File: config.mk
export PLATFORM = sky130hd
export DESIGN_NAME = fce_flash_cmd_error_security
export DESIGN_NICKNAME = d
export VERILOG_FILES = /design/src/hw/fce_flash_cmd_error_security.v
export VERILOG_INCLUDE_DIRS = /design/src /design/src/hw
export SDC_FILE = /design/constraint.sdc
export NUM_CORES = 1
export LEC_CHECK = 0
export BUFFER_PORTS_ARGS = -buffer_cell sky130_fd_sc_hd__buf_2
export CORE_ASPECT_RATIO = 1.5
export CORE_MARGIN = 10
export CORE_UTILIZATION = 35
export CTS_CLUSTER_SIZE = 10
export DETAILED_ROUTE_END_ITERATION = 10
export REMOVE_ABC_BUFFERS = 1
export SYNTH_ARGS = -nofsm -noshare
export SYNTH_HDL_FRONTEND = slang
export SYNTH_SLANG_ARGS = --single-unit
File: constraint.sdc
create_clock -name clk_sys -period 2.45 [get_ports clk_sys]
set_input_delay 0.245 -clock clk_sys [delete_from_list [all_inputs] [get_ports clk_sys]]
set_output_delay 0.245 -clock clk_sys [all_outputs]
set_load 0.005 [all_outputs]
File: src/hw/fce_consts.vh
// Constants for the flash command checker and security block
`ifndef FCE_CONSTS_VH
`define FCE_CONSTS_VH

// ==========================================================
// Register offsets (byte addresses, chosen)
`define FCE_A_MCR 8'h00
`define FCE_A_CLKD 8'h04
`define FCE_A_SEC 8'h08
`define FCE_A_PROT 8'h0c
`define FCE_A_USTAT 8'h10
`define FCE_A_CMD 8'h14
`define FCE_A_CTRL 8'h18

// ==========================================================
// Field positions
`define FCE_MCR_KEY_ACCESS_BIT 5
`define FCE_CLKD_DIVLD 7
`define FCE_US_COMMAND_BUFFER_EMPTY_FLAG 7
`define FCE_US_COMMAND_COMPLETE_FLAG 6
`define FCE_US_PROTECTION_VIOLATION_FLAG 5
`define FCE_US_ACCESS_ERROR_FLAG 4
`define FCE_US_BLANK 2
`define FCE_SEC_STAT 31
`define FCE_BACKDOOR_ENABLE_FIELD_HI 15
`define FCE_BACKDOOR_ENABLE_FIELD_LO 14
`define FCE_SECF_HI 1
`define FCE_SECF_LO 0
`define FCE_CTRL_HALT 0

// ==========================================================
// Command codes
`define FCE_CMD_BLANK 8'h05
`define FCE_CMD_PROG 8'h20
`define FCE_CMD_PERASE 8'h40
`define FCE_CMD_MERASE 8'h41
`define FCE_CMD_SIG 8'h65

// ==========================================================
// Values and array offsets
`define FCE_SECF_OPEN 2'b10
`define FCE_BACKDOOR_ENABLE_FIELD_ON 2'b10
`define FCE_KEY0_OFS 20'h00400
`define FCE_KEY1_OFS 20'h00404
`define FCE_SECW_OFS 20'h00414
`define FCE_ODD_BIT 2
`define FCE_BLK_BIT 19
`define FCE_SIZE_W 2'b10
`define FCE_SIZE_H 2'b01
`define FCE_OP_CYC 16'h0010

`endif

File: src/hw/fce_flash_cmd_error_security.v
// Flash command sequence checker, launch control and security state
// ==========================================================
// Notes on behaviour
// - Array write before clock divider is loaded sets access error, aborts.
// - Array write while buffer empty flag clear sets access error, aborts.
// - Program block writes must be 32-bit, data block writes 16-bit.
// - After block 0 even word, only block 0 odd or block 1 odd may follow.
// - A second data block half word in one sequence is an access error.
// - Program plus data block in one sequence errors unless mass erase/blank check.
// - Unknown command code written to command register is an access error.
// - After an array write, any register write except command is an error.
// - A second command before launch is an access error.
// - After command, only the status write clearing buffer empty is allowed.
// - Writing zero to buffer empty before launch aborts with access error.
// - Program/page erase to protected sector or mass erase under protection: violation.
// - Array read during active command gives undefined data, no access error.
// - Halt with active command aborts, drops high voltage, sets complete and error.
// - Halt with no command active leaves access error unchanged.
// - Security word loaded into security register after each reset.
// - After mass erase or page 0 erase, report secured until register written with the open field, a blank check passes or the backdoor key matches.
// - Key access bit, keys at 0x0400 then 0x0404, match clears secured until reset.
// - All-zero or all-ones key locks backdoor until reset.
// - Backdoor unlock leaves stored security word and protections untouched.
// - Passing full blank check unsecures; reset returns to security word.
// - Codes 0x40, 0x41, 0x65 are valid commands.
`timescale 1ns/1ps
`default_nettype none
`include "fce_consts.vh"

module fce_flash_cmd_error_security #(
  parameter AW = 20,
  parameter NSECT = 8,
  parameter [31:0] SEC_WORD_DFLT = 32'h0000_0000,
  parameter [63:0] KEY_DFLT = 64'h0123_4567_89ab_cdef
) (
  input wire clk_sys,
  input wire sys_rst,
  input wire [7:0] reg_addr,
  input wire [31:0] reg_wdata,
  input wire reg_wr,
  input wire reg_rd,
  output reg [31:0] reg_rdata,
  input wire arr_wr,
  input wire arr_rd,
  input wire [AW-1:0] arr_addr,
  input wire arr_is_data,
  input wire [1:0] arr_size,
  input wire [31:0] arr_wdata,
  output reg [31:0] arr_rdata,
  input wire halt_req,
  output reg hv_en,
  output reg secured
);

  // ==========================================================
  // State
  // Sequence progress: idle, array written, command written
  localparam S_IDLE = 2'h0;
  localparam S_ARR = 2'h1;
  localparam S_CMD = 2'h2;

  reg [1:0] seq_r;
  reg access_error_flag_r, protection_violation_flag_r, command_buffer_empty_flag_r, command_complete_flag_r, blank_ok_r;
  reg clkd_ld_r;
  reg [7:0] clkd_r;
  reg [7:0] cmd_r, run_cmd_r;
  reg key_access_bit_r;
  reg [NSECT-1:0] prot_r;
  reg [31:0] sec_r;
  reg sec_ld_r;
  reg secured_status_bit_r;
  reg forced_sec_r;
  reg key_lock_r;
  reg key0_ok_r, key0_seen_r;
  reg seq_prog_r, seq_data_r, seq_b0e_r, seq_extra_r, seq_page0_r, seq_prot_r;
  reg [15:0] op_cnt_r;
  reg halt_q_r;
  // Backdoor key held in flops, since no array is modelled here
  reg [63:0] key_mem_r;

  wire [2:0] sect = arr_addr[AW-1 -: 3];
  // Halt is a level; only its rising edge counts as entry
  wire halt_rise = halt_req & ~halt_q_r;
  wire cmd_active = ~command_complete_flag_r;

  function valid_cmd;
    input [7:0] c;
    begin
      valid_cmd = (c == `FCE_CMD_PERASE) | (c == `FCE_CMD_MERASE) | (c == `FCE_CMD_SIG) |
                  (c == `FCE_CMD_PROG) | (c == `FCE_CMD_BLANK);
    end
  endfunction

  function is_bad_key;
    input [31:0] k;
    begin
      is_bad_key = (k == 32'h0000_0000) | (k == 32'hffff_ffff);
    end
  endfunction

  // Array write errors, combined
  reg arr_err;
  always @* begin
    arr_err = 1'b0;
    if (!clkd_ld_r) arr_err = 1'b1;
    if (!command_buffer_empty_flag_r) arr_err = 1'b1;
    if (!arr_is_data && arr_size != `FCE_SIZE_W) arr_err = 1'b1;
    if (arr_is_data && arr_size != `FCE_SIZE_H) arr_err = 1'b1;
    if (seq_r == S_ARR) begin
      if (arr_is_data && seq_data_r) arr_err = 1'b1;
      if (!arr_is_data && seq_prog_r) begin
        if (!seq_b0e_r || seq_extra_r || !arr_addr[`FCE_ODD_BIT]) arr_err = 1'b1;
      end
    end
    if (seq_r == S_CMD) arr_err = 1'b1;
  end

  // protection decode for the code being written
  wire [7:0] new_cmd = reg_wdata[7:0];
  wire prot_hit = ((new_cmd == `FCE_CMD_PROG || new_cmd == `FCE_CMD_PERASE) && seq_prot_r) ||
                  (new_cmd == `FCE_CMD_MERASE && |prot_r);

  wire key_access_bit_wr = arr_wr & key_access_bit_r;
  wire cmd_wr = reg_wr & (reg_addr == `FCE_A_CMD);
  wire ustat_wr = reg_wr & (reg_addr == `FCE_A_USTAT);

  // ==========================================================
  // Main sequencer
  always @(posedge clk_sys) begin
    if (sys_rst) begin
      seq_r <= S_IDLE;
      access_error_flag_r <= 1'b0;
      protection_violation_flag_r <= 1'b0;
      command_buffer_empty_flag_r <= 1'b1;
      command_complete_flag_r <= 1'b1;
      blank_ok_r <= 1'b0;
      clkd_ld_r <= 1'b0;
      clkd_r <= 8'h00;
      cmd_r <= 8'h00;
      run_cmd_r <= 8'h00;
      key_access_bit_r <= 1'b0;
      prot_r <= {NSECT{1'b0}};
      sec_r <= 32'h0000_0000;
      sec_ld_r <= 1'b1;
      secured_status_bit_r <= 1'b1;
      forced_sec_r <= 1'b0;
      key_lock_r <= 1'b0;
      key0_ok_r <= 1'b0;
      key0_seen_r <= 1'b0;
      seq_prog_r <= 1'b0;
      seq_data_r <= 1'b0;
      seq_b0e_r <= 1'b0;
      seq_extra_r <= 1'b0;
      seq_page0_r <= 1'b0;
      seq_prot_r <= 1'b0;
      op_cnt_r <= 16'h0000;
      halt_q_r <= 1'b0;
      hv_en <= 1'b0;
      key_mem_r <= KEY_DFLT;
    end else begin
      halt_q_r <= halt_req;
      // security word loaded after reset
      // Secured from reset on, so there is no open window before the load
      if (sec_ld_r) begin
        sec_ld_r <= 1'b0;
        sec_r <= SEC_WORD_DFLT;
        secured_status_bit_r <= (SEC_WORD_DFLT[`FCE_SECF_HI:`FCE_SECF_LO] != `FCE_SECF_OPEN);
      end
      // Running operation model: fixed time
      // Stands in for the real algorithms; run length does not depend on the command
      if (cmd_active && !halt_rise) begin
        if (op_cnt_r == `FCE_OP_CYC) begin
          command_complete_flag_r <= 1'b1;
          command_buffer_empty_flag_r <= 1'b1;
          hv_en <= 1'b0;
          op_cnt_r <= 16'h0000;
          if (run_cmd_r == `FCE_CMD_MERASE || (run_cmd_r == `FCE_CMD_PERASE && seq_page0_r)) begin
            forced_sec_r <= 1'b1;
            secured_status_bit_r <= 1'b1;
          end
          if (run_cmd_r == `FCE_CMD_BLANK && blank_ok_r) secured_status_bit_r <= 1'b0;
        end else begin
          op_cnt_r <= op_cnt_r + 16'h0001;
        end
      end
      if (halt_rise && cmd_active) begin
        command_complete_flag_r <= 1'b1;
        command_buffer_empty_flag_r <= 1'b1;
        access_error_flag_r <= 1'b1;
        hv_en <= 1'b0;
        op_cnt_r <= 16'h0000;
        seq_r <= S_IDLE;
      end
      // halt when idle leaves flags alone
      // Only the edge detector sees an idle halt
      // ----- Backdoor key path -----
      if (key_access_bit_wr) begin
        // trivial keys lock backdoor
        // Lock persists until reset, so no key pair after a trivial key can unlock
        if (is_bad_key(arr_wdata)) key_lock_r <= 1'b1;
        else if (arr_addr == `FCE_KEY0_OFS) begin
          key0_seen_r <= 1'b1;
          key0_ok_r <= (arr_wdata == key_mem_r[63:32]);
        end else if (arr_addr == `FCE_KEY1_OFS && key0_seen_r) begin
          // Second key word counts only after the first; order is part of the key
          key0_seen_r <= 1'b0;
          if (key0_ok_r && arr_wdata == key_mem_r[31:0] && !key_lock_r &&
              sec_r[`FCE_BACKDOOR_ENABLE_FIELD_HI:`FCE_BACKDOOR_ENABLE_FIELD_LO] == `FCE_BACKDOOR_ENABLE_FIELD_ON)
            secured_status_bit_r <= 1'b0;
        end
      end else if (arr_wr) begin
        if (arr_err) begin
          access_error_flag_r <= 1'b1;
          seq_r <= S_IDLE;
          seq_prog_r <= 1'b0;
          seq_data_r <= 1'b0;
        end else begin
          seq_r <= S_ARR;
          if (arr_is_data) seq_data_r <= 1'b1;
          else seq_prog_r <= 1'b1;
          if (seq_r == S_IDLE) begin
            seq_b0e_r <= ~arr_is_data & ~arr_addr[`FCE_BLK_BIT] & ~arr_addr[`FCE_ODD_BIT];
            seq_extra_r <= 1'b0;
            seq_page0_r <= (arr_addr[AW-1:12] == {(AW-12){1'b0}});
            seq_prot_r <= prot_r[sect];
          end else begin
            seq_extra_r <= 1'b1;
          end
          if (!arr_is_data && arr_addr == `FCE_SECW_OFS) sec_r <= arr_wdata;
        end
      end
      // ----- Register writes -----
      if (reg_wr) begin
        if (cmd_wr) begin
          if (seq_r != S_ARR || !valid_cmd(reg_wdata[7:0])) begin
            access_error_flag_r <= 1'b1;
            seq_r <= S_IDLE;
            seq_prog_r <= 1'b0;
            seq_data_r <= 1'b0;
          end else if (seq_prog_r && seq_data_r && reg_wdata[7:0] != `FCE_CMD_MERASE &&
                       reg_wdata[7:0] != `FCE_CMD_BLANK) begin
            access_error_flag_r <= 1'b1;
            seq_r <= S_IDLE;
            seq_prog_r <= 1'b0;
            seq_data_r <= 1'b0;
          end else if (prot_hit) begin
            protection_violation_flag_r <= 1'b1;
            seq_r <= S_IDLE;
            seq_prog_r <= 1'b0;
            seq_data_r <= 1'b0;
          end else begin
            cmd_r <= reg_wdata[7:0];
            seq_r <= S_CMD;
          end
        end else if (ustat_wr) begin
          // Sticky flags: write one to clear
          // sticky error flags
          if (reg_wdata[`FCE_US_ACCESS_ERROR_FLAG]) access_error_flag_r <= 1'b0;
          if (reg_wdata[`FCE_US_PROTECTION_VIOLATION_FLAG]) protection_violation_flag_r <= 1'b0;
          if (seq_r == S_CMD && reg_wdata[`FCE_US_COMMAND_BUFFER_EMPTY_FLAG] && !access_error_flag_r && !protection_violation_flag_r) begin
            run_cmd_r <= cmd_r;
            // buffer stays full for the whole run: nothing can be
            // queued behind a running command, so an array write is refused
            command_buffer_empty_flag_r <= 1'b0;
            command_complete_flag_r <= 1'b0;
            hv_en <= 1'b1;
            op_cnt_r <= 16'h0000;
            blank_ok_r <= reg_wdata[`FCE_US_BLANK];
            seq_r <= S_IDLE;
            seq_prog_r <= 1'b0;
            seq_data_r <= 1'b0;
          end else if (seq_r != S_IDLE && !reg_wdata[`FCE_US_COMMAND_BUFFER_EMPTY_FLAG]) begin
            access_error_flag_r <= 1'b1;
            seq_r <= S_IDLE;
            seq_prog_r <= 1'b0;
            seq_data_r <= 1'b0;
          end else if (seq_r == S_ARR) begin
            access_error_flag_r <= 1'b1;
            seq_r <= S_IDLE;
            seq_prog_r <= 1'b0;
            seq_data_r <= 1'b0;
          end
        end else if (seq_r != S_IDLE) begin
          // other register mid-sequence other register after command
          access_error_flag_r <= 1'b1;
          seq_r <= S_IDLE;
          seq_prog_r <= 1'b0;
          seq_data_r <= 1'b0;
        end else begin
          case (reg_addr)
            `FCE_A_MCR: key_access_bit_r <= reg_wdata[`FCE_MCR_KEY_ACCESS_BIT];
            `FCE_A_CLKD: begin
              clkd_r <= reg_wdata[7:0];
              clkd_ld_r <= 1'b1;
            end
            `FCE_A_SEC: begin
              sec_r <= reg_wdata;
              if (forced_sec_r && reg_wdata[`FCE_SECF_HI:`FCE_SECF_LO] == `FCE_SECF_OPEN) begin
                forced_sec_r <= 1'b0;
                secured_status_bit_r <= 1'b0;
              end
            end
            `FCE_A_PROT: prot_r <= reg_wdata[NSECT-1:0];
            default: ;
          endcase
        end
      end
      // Events win over a same-cycle clear
      if ((arr_wr && !key_access_bit_wr && arr_err) || (halt_rise && cmd_active)) access_error_flag_r <= 1'b1;
    end
  end

  // ==========================================================
  // Read data
  // Register read data is zero outside the slot after a read strobe
  always @(posedge clk_sys) begin
    if (sys_rst) begin
      reg_rdata <= 32'h0000_0000;
      arr_rdata <= 32'h0000_0000;
      secured <= 1'b1;
    end else begin
      secured <= secured_status_bit_r;
      reg_rdata <= 32'h0000_0000;
      if (reg_rd) begin
        case (reg_addr)
          `FCE_A_MCR: reg_rdata[`FCE_MCR_KEY_ACCESS_BIT] <= key_access_bit_r;
          `FCE_A_CLKD: reg_rdata <= {24'h000000, clkd_r};
          `FCE_A_SEC: reg_rdata <= {secured_status_bit_r, sec_r[30:0]};
          `FCE_A_PROT: reg_rdata[NSECT-1:0] <= prot_r;
          `FCE_A_USTAT: reg_rdata <= {24'h000000, command_buffer_empty_flag_r, command_complete_flag_r, protection_violation_flag_r, access_error_flag_r, 4'h0};
          `FCE_A_CMD: reg_rdata <= {24'h000000, cmd_r};
          `FCE_A_CTRL: reg_rdata <= {28'h0000000, key_lock_r, hv_en, seq_r};
          default: reg_rdata <= 32'h0000_0000;
        endcase
      end
      // busy read: garbage, no error
      // Fixed pattern instead of array contents, so a busy read is easy to spot
      if (arr_rd) begin
        if (cmd_active) arr_rdata <= 32'hdead_beef;
        else arr_rdata <= {{(32-AW){1'b0}}, arr_addr};
      end
    end
  end

endmodule
`default_nettype wire

-- Word level (Yosys, flattened, before mapping)
Index checks and enable logic that the tools add are counted.
- register bits after elaboration: 168
- input port bits: 102
- output and inout port bits: 66
- logic and storage cells: 303
- add/subtract/negate cells: 1
- magnitude comparators: 1
- eq/ne operators: 33
- mux-type cells: 145
- bitwise logic cells: 27
- reduce and logical (&&, ||, !) cells: 64
- operators with widths (operator ; count):
    $mux 32 ; 11
    $mux 16 ; 7
    $mux 1 ; 110
    $eq 32x32->1 const B ; 2
    $eq 20x11->1 const B ; 3
    $eq 8x7->1 const B ; 5
    $eq 32x25->1 const B ; 1
    $logic_not 32->1 ; 1
    $pmux 5 s6 ; 1
    $mux 2 ; 13
    $logic_and 1x1->1 ; 25
    $eq 8x3->1 const B ; 3
    $eq 8x5->1 const B ; 3
    $reduce_and 5->1 ; 4
    $add 16x1->16 const B ; 1
    $eq 16x5->1 const B ; 1
    $eq 8x4->1 const B ; 2
    $logic_not 8->1 ; 2
    $not 1->1 ; 16
    $logic_not 1->1 ; 10
    $pmux 2 s5 ; 1
    $reduce_and 3->1 ; 3
    $eq 8x6->1 const B ; 1
    $ne 2x2->1 const B ; 4
    19 further kinds ; 41

-- Depth between registers and ports, before layout
Gate-level depths: netlist of the first run.
- depth in word-level cells: 20
- mapped depth: 8
- mapped depth without buffers: 6

-- Least setup slack after synthesis of the first run
Ideal clock, no wire load.
- path type: register to register
- start: reg seq_r[1]
- end: reg access_error_flag_r
- setup time: 136 ps
- data arrival time: 1782 ps
- data required time: 2314 ps
- setup slack: 532 ps
- cell stages (with the launch flop): 7
- path buffers: 1
- clock period less this slack: 1918 ps
- cells stage by stage: dfxtp_1 buf_6 or4bb_1 nor4_1 o31ai_1 a2111oi_0 a211oi_1
- longest elaborated chain between the ends: 14
- elaborated cells between the ends (all ways): 27
- those cells by class: eq/ne (3); mux (16); reduce/logical (8)
- RTL lines (what ; RTL line ; text):
    start, declared ; fce_flash_cmd_error_security.v:62 ; reg [1:0] seq_r;
    start signal, assigned ; fce_flash_cmd_error_security.v:131 ; seq_r <= S_IDLE;
    start signal, assigned ; fce_flash_cmd_error_security.v:192 ; seq_r <= S_IDLE;
    start signal, assigned ; fce_flash_cmd_error_security.v:214 ; seq_r <= S_IDLE;
    $eq 2x1->1 ; fce_flash_cmd_error_security.v:109, fce_flash_cmd_error_security.v:277 ;
    $mux 1 ; fce_flash_cmd_error_security.v:109 ; if (seq_r == S_ARR) begin
    $mux 1 ; fce_flash_cmd_error_security.v:115 ; if (seq_r == S_CMD) arr_err = 1'b1;
    $mux 1 ; fce_flash_cmd_error_security.v:212 ; if (arr_err) begin
    $mux 1 ; fce_flash_cmd_error_security.v:211 ; end else if (arr_wr) begin
    $mux 1 ; fce_flash_cmd_error_security.v:197 ; if (key_access_bit_wr) begin
    $mux 1 ; fce_flash_cmd_error_security.v:258 ; if (reg_wdata[`FCE_US_ACCESS_ERROR_FLAG]) access_error_flag_r <= 1'b0;
    $mux 1 ; fce_flash_cmd_error_security.v:277 ; end else if (seq_r == S_ARR) begin
    $mux 1 ; fce_flash_cmd_error_security.v:272 ; end else if (seq_r != S_IDLE && !reg_wdata[`FCE_US_COMMAND_BUFFER_EMPTY_FLAG]) begin
    $mux 1 ; fce_flash_cmd_error_security.v:260 ; if (seq_r == S_CMD && reg_wdata[`FCE_US_COMMAND_BUFFER_EMPTY_FLAG] && !access_error_flag_r && !protection_viol ...
    $mux 1 ; fce_flash_cmd_error_security.v:255 ; end else if (ustat_wr) begin
    $mux 1 ; fce_flash_cmd_error_security.v:234 ; if (cmd_wr) begin
    $mux 1 ; fce_flash_cmd_error_security.v:233 ; if (reg_wr) begin
    $mux 1 (*) ; fce_flash_cmd_error_security.v:309 ; if ((arr_wr && !key_access_bit_wr && arr_err) || (halt_rise && cmd_active)) access_error_flag_r <= 1'b1;
    end signal, assigned ; fce_flash_cmd_error_security.v:236 ; access_error_flag_r <= 1'b1;
    end signal, assigned ; fce_flash_cmd_error_security.v:258 ;
    end signal, assigned ; fce_flash_cmd_error_security.v:309 ;
    end, declared ; fce_flash_cmd_error_security.v:63 ; reg access_error_flag_r, protection_violation_flag_r, command_buffer_empty_flag_r, command_complete_flag_r, bl ...
Mark *: on every way between the ends. The rest lies on a longest branch, timed or not.
A chain may end at the register's enable or synchronous reset.

-- Final worst setup path of the first run
- start: reg seq_r[0]
- end: reg sec_r[23]
- longest elaborated chain between the ends: 11
- elaborated cells between the ends (all ways): 13
- those cells by class: eq/ne (2); mux (10); reduce/logical (1)
- RTL lines (what ; RTL line ; text):
    $eq 2x1->1 ; fce_flash_cmd_error_security.v:109 ;
    $mux 1 ; fce_flash_cmd_error_security.v:109 ;
    $mux 1 ; fce_flash_cmd_error_security.v:115 ;
    $mux 32 ; fce_flash_cmd_error_security.v:212 ;
    $mux 32 ; fce_flash_cmd_error_security.v:211 ;
    $mux 32 ; fce_flash_cmd_error_security.v:197 ;
    $mux 32 ; fce_flash_cmd_error_security.v:290 ; case (reg_addr)
    $mux 32 ; fce_flash_cmd_error_security.v:283 ; end else if (seq_r != S_IDLE) begin
    $mux 32 ; fce_flash_cmd_error_security.v:255 ;
    $mux 32 ; fce_flash_cmd_error_security.v:234 ;
    $mux 32 (*) ; fce_flash_cmd_error_security.v:233 ;
    end signal, assigned ; fce_flash_cmd_error_security.v:229 ; if (!arr_is_data && arr_addr == `FCE_SECW_OFS) sec_r <= arr_wdata;
    end signal, assigned ; fce_flash_cmd_error_security.v:297 ; sec_r <= reg_wdata;
    end, declared ; fce_flash_cmd_error_security.v:69 ; reg [31:0] sec_r;
Marks and branches as above.

==> results of run 1 <==
final timing paths:
| check | slack (ns) | end |
|---|---|---|
| hold reg to reg | 0.45 | reg_rdata[29] |
| hold / removal | 0.03 | sec_r[30] |
| setup reg to reg | 0.17 | sec_r[23] |
| setup / recovery | 0.17 | sec_r[23] |
sequential cells by signal, indices dropped and copies added (netlist names), 2 cells and up:
name       flops
reg_rdata     32
sec_r         31
arr_rdata     21
op_cnt_r      16
clkd_r         8
cmd_r          8
prot_r         8
run_cmd_r      8
seq_r          2
critical path, stage by stage, from the launching register on:
cell	delay [ns]
dfxtp_1	0.38
or3b_1	0.50
nor4_1	0.54
nor2_4	0.27
buf_12	0.25
nand4_1	0.10
o211ai_1	0.10
cell usage after synthesis (6+ instances only):
library cell	number
dfxtp_1	156
nor2_1	76
nand2_1	56
nand4_1	52
clkbuf_1	37
nand3b_1	34
o211ai_1	33
inv_1	32
and2_1	26
a21oi_1	25
nor4_1	24
mux2i_1	23
nand3_1	18
a311oi_1	16
buf_2	16
nor3_1	14
o21ai_0	14
buf_4	12
nand2b_1	11
xor2_1	11
a22o_1	9
nor3b_1	8
a222oi_1	7
nor2b_1	6
through the flow:
| step | hold slack, ns | worst slack, ns | util, % | instance area (um2) |
|---|---|---|---|---|
| final | 0.0259 | 0.171 | 44.4 | 8850 |
| after global placement | 0.435 | 0.111 | 41.3 | 8240 |
| after detailed placement | 0.445 | 0.0853 | 41.3 | 8240 |
| after global routing | 0.0220 | 0.0762 | 44.4 | 8850 |
| after CTS | 0.0120 | 0.190 | 44.4 | 8840 |
| after floorplan | 0.273 | -0.626 | - | 6800 |
cells in the final DEF, fill, tap and decap left out, types with 18 or more instances in the layout:
| cell | instances |
|---|---|
| buf_2 | 162 |
| dfxtp_1 | 156 |
| nor2_1 | 75 |
| nand2_1 | 56 |
| nand4_1 | 52 |
| nand3b_1 | 34 |
| o211ai_1 | 33 |
| buf_4 | 33 |
| inv_1 | 32 |
| and2_1 | 26 |
| a21oi_1 | 25 |
| nor4_1 | 24 |
| mux2i_1 | 23 |
| nand3_1 | 18 |
final cells by class:
type                    count  area [um2]  area share (%)
multi-input cells         548        3580            40.4
flip-flops and latches    156        3120            35.3
repair buffers            197        1100            12.4
clock buffers              20         457            5.16
well taps                 260         325            3.68
clock inverters            11         144            1.63
inverters                  32         120            1.36
diodes                      2        5.00          0.0566
layer usage:
metal  vias to the layer above  GRT usage [%]
met5                         -              0
met4                         0           7.93
met3                        54           4.65
met2                       199           29.7
met1                      3038           18.2
li1                       3226              -
logic make-up after synthesis:
kind of cell | synth area share (%)
AND/OR/NAND/NOR | 28.7
flip-flops | 43.8
AO/OA/AOI/OAI | 14.6
multiplexers | 4.02
buffers and inverters | 6.54
other | 0.0526
XOR/XNOR | 1.96
adder cells (fa/ha/maj) | 0.351
power by group through the flow:
stage	logic, mW	registers [mW]	clock network, mW
4_1_cts	0.373	2.58	2.75
3_3_place_gp	0.370	2.64	0
6_report	0.374	2.58	2.69
2_1_floorplan	0.116	2.64	0
5_1_grt	0.407	2.59	2.85
3_5_place_dp	0.372	2.64	0
==> results.ini, run 1 <==
[power_and_ir_drop]
pwr-share-comb_pct=6.6
seqPwrFrac_pct=45.7
p_switching_mw=1.29
cellPowerDensity_nw_per_um2=639
switching_share_pct=22.8
ir_drop_v=0.000494
internal_power_mw=4.36
p_total_mw=5.65
power_leakage_nw=3.45
clkPwrFrac_pct=47.7

[place]
portBuffers=162
hpwl_um=17400
dpl.cell_count=1193
place.gp.congestion=0.946

[global_routing]
grt_pass1_vias=6639
gr-total-overflow=0
grt_antenna_before_repair=1
grt_max_degree=51
grt.total_usage_pct=17.0
grt_pass1_wl_um=35700

[synth]
yosysSeqAreaShare_pct=43.8
synth_top_cell_by_area=dfxtp_1
syn_inst=802
synth-seq-cells=156
yosysWarnings=0
async_flop_share_pct=0
synth_top_area_share_pct=43.8
netlist_top_cells_area=dfxtp_1, nand4_1, nor2_1, nand3b_1, o211ai_1
syn_area_per_cell_um2=8.90
synth_ff_type=dfxtp_1
synth-edff-count=0
synthDistinctLibCells=70
syn_area_um2=7130

[floorplan]
initial_core_util_pct=35.8
floorplan.die_area_um2=26600
die_h_um=195
design.core.area_um2=19900
die_x_um=137
ioPinCount=168
fp-row-count=63

[clock_tree]
htree_levels=4
clockRootBuffer=clkbuf_16
clock_latency_ns=0.43
cts_tree=built
path_clk_slew_ns=0.06
clockBufferDepth=2
cts_inserted_buffers=17
ctsHoldBuffers=0
cts_resized=0
post_cts_buffers=0
cts_sinks=156

[routing]
antenna_left=0
wl_met1_um=8650
wl_um=22900
vias=6517
routed_via_density=5.32
avgRoutedWirePerCell_um=18.6
drt_iter0_drc=525
dr_wl_met2_um=12000
wl_met3_um=1310
drc=0
top_layer=met4
first_pass_iters=9

[timing]
finalSetupViolCount=0
slew_headroom_pct=49.9
post-route-min-period_ns=2.28
tightest_slew_ns=0.739
rsz0062_at_grt=false
fin_crit_sh_pct=93.0
max_freq_mhz=439
fin_skew_ns=0.0104
drv_slew=0
hold_viol=0
fin_setup_tns_ns=0

[worst_setup_path]
critPathArrivalTime_ns=2.58
crit_path_start_kind=flip-flop
critical_path_class=flip-flop to flip-flop
crit_start=seq_r[0]
r2r_start=seq_r[0]
r2r_cells=6
cp_max_fo=32
critPathRequiredTime_ns=2.75
end_kind=flip-flop

[final_layout]
nNetsFinal=1056
fin_cells=1226
layout-drive-gt1-share_pct=25.9
fillerInstances=2027
syn_to_final_growth_pct=24.0

[min_path]
hold_depth=3
hp-start=reg_wdata[30]
worstHoldPathType=input pin to flip-flop

[outcome]
status=complete, no violations

[job]
drv_cap=0

Note: power is estimated with default switching activity, not from simulation.
==> run 2: changes to the inputs <==
--- a/config.mk
+++ b/config.mk
@@ -12,3 +12,3 @@
 export CORE_UTILIZATION = 35
-export CTS_CLUSTER_SIZE = 10
+export CTS_CLUSTER_SIZE = 40
 export DETAILED_ROUTE_END_ITERATION = 10
==> constraint.sdc (replaced) <==
create_clock -name clk_sys -period 2.45 [get_ports clk_sys]
set_input_delay 0.3675 -clock clk_sys [delete_from_list [all_inputs] [get_ports clk_sys]]
set_output_delay 0.3675 -clock clk_sys [all_outputs]
set_load 0.005 [all_outputs]
==> results.ini, run 2 (synthesized netlist as in run 1, its figures left out) <==
[routing]
routed_via_density=5.40
wl_um=23000
drc=0
first_pass_iters=8
drt_iter0_drc=583
avgRoutedWirePerCell_um=18.7
vias=6647
antenna_left=0

[timing]
hold_viol=0
slew_headroom_pct=47.1
timing.final.ws_setup_ns=0.158
rsz0062_at_grt=false
fin_skew_ns=0.00937
fin_crit_sh_pct=93.5
post-route-min-period_ns=2.29
max_freq_mhz=436
finalSetupViolCount=0
drv_slew=0
tightest_slew_ns=0.782

[worst_setup_path]
path_delay_family=simple AND/OR/NAND/NOR gates
r2r_start=seq_r[0]
crit_path_start_kind=flip-flop
r2r_cells=7
critical_path_class=flip-flop to flip-flop
cpMaxStageDelayCell=nor4_1
cp_max_fo=31
crit_chain=or3b_1 -> nor4_1 -> buf_4 -> nor2b_2 -> buf_12 -> nand2_1 -> o211ai_1
critPathRequiredTime_ns=2.80
worst-path-stages=7
r2r_slack_ns=0.16
cp_num_buf_inv=2
end_kind=flip-flop
rr_endpoint=sec_r[13]
critPathArrivalTime_ns=2.64
critical-path-max-stage-delay_ns=0.55

[floorplan]
fp-row-count=63
design.core.area_um2=19900
initial_core_util_pct=35.8
ioPinCount=168
die_x_um=137
die_h_um=195
floorplan.die_area_um2=26600

[final_layout]
top_register=reg_rdata
mostFrequentLayoutCells=buf_2, dfxtp_1, nor2_1, nand2_1, nand4_1
final_common_cell=buf_2
largest_reg_flops=32
nNetsFinal=1062
syn_to_final_growth_pct=24.5
top_regs=reg_rdata: 32 flops, sec_r: 31 flops, arr_rdata: 21 flops
utilization_pct=44.6
layout-drive-gt1-share_pct=26.6
fillerInstances=2010

[global_routing]
grt_pass1_vias=6755
grt.met2_usage_pct=30.4
grt_use_met3_pct=4.52
grtUsageMet1_pct=18.8
grt_busiest_layer=met2
grt.total_usage_pct=17.2
grt_pass1_wl_um=36400
grt_antenna_before_repair=1
grt_max_degree=43
gr-total-overflow=0

[min_path]
hold_end=sec_r[21]
hp-start=reg_wdata[21]
worstHoldPathType=input pin to flip-flop
hold_depth=3

[power_and_ir_drop]
power_leakage_nw=3.46
cellPowerDensity_nw_per_um2=610
ir_drop_v=0.000478

[place]
portBuffers=162
hpwl_um=17500
place.gp.congestion=0.959
dp_slack_ns=0.0115

[clock_tree]
clock_latency_ns=0.43
cts_resized=0
clockRootBuffer=clkbuf_16
htree_levels=4
ctsHoldBuffers=0
clockBufferDepth=2
cts_inserted_buffers=17
cts_sinks=156
path_clk_slew_ns=0.07
cts_tree=built
post_cts_buffers=0

[job]
drv_cap=0

[outcome]
status=complete, no violations

==> run 2: cell count changes in the layout (fill, tap and decap cells not counted), sizes merged <==
cell | previous run | this run
clkbuf | 20 | 18
inv | 32 | 34
clkinv | 4 | 8
buf | 197 | 203
diode | 2 | 1
bufinv | 3 | 0
==> run 2: worst max-delay path by stage <==
stage / startpoint / endpoint / slack, ns
4_1_cts: seq_r[0] / sec_r[13] / 0.19
2_1_floorplan: seq_r[1] / sec_r[24] / -0.63
3_5_place_dp: reg_addr[0] / sec_r[13] / 0.01
5_1_grt: seq_r[0] / sec_r[13] / 0.12
3_3_place_gp: reg_addr[0] / sec_r[25] / 0.03
6_report: seq_r[0] / sec_r[13] / 0.16
==> run 2: layout make-up <==
type                       count  area (um2)  area share (%)
clock buffer                  18         439            4.94
sequential                   156        3120            35.2
clock inverter                14         116            1.31
tap                          260         325            3.66
inverter                      32         120            1.35
multi-input combinational    548        3580            40.3
antenna                        1        2.50          0.0282
timing repair buffer         203        1180            13.3
==> run 2: routing by layer <==
layer  vias up  part of all wire [%]
met3        37                   5.6
li1       3250                     -
met1      3162                    38
met4         0                   2.8
met2       198                    53
met5         -                     0
==> run 2: tightest hold or removal path, stage by stage <==
cell,delay [ns]
buf_2,0.07
nand2_1,0.04
o211ai_1,0.06
==> run 2: power breakdown <==
part           total [mW]  internal [mW]  switching (mW)
Combinational       0.382          0.158           0.224
Sequential           2.58           2.56          0.0186
Clock                2.46           1.34            1.12
==> run 2: metrics by stage <==
step	area, um2	hold WS (ns)	TNS (ns)	instances	total power [mW]
floorplan	6800	0.395	-21.11	736	2.76
global placement	8330	0.437	0	1199	3.02
detailed placement	8330	0.445	0	1199	3.02
CTS	8880	0.130	0	1231	5.49
global route	8880	0.142	0	1232	5.63
finish	8880	0.148	0	1232	5.42
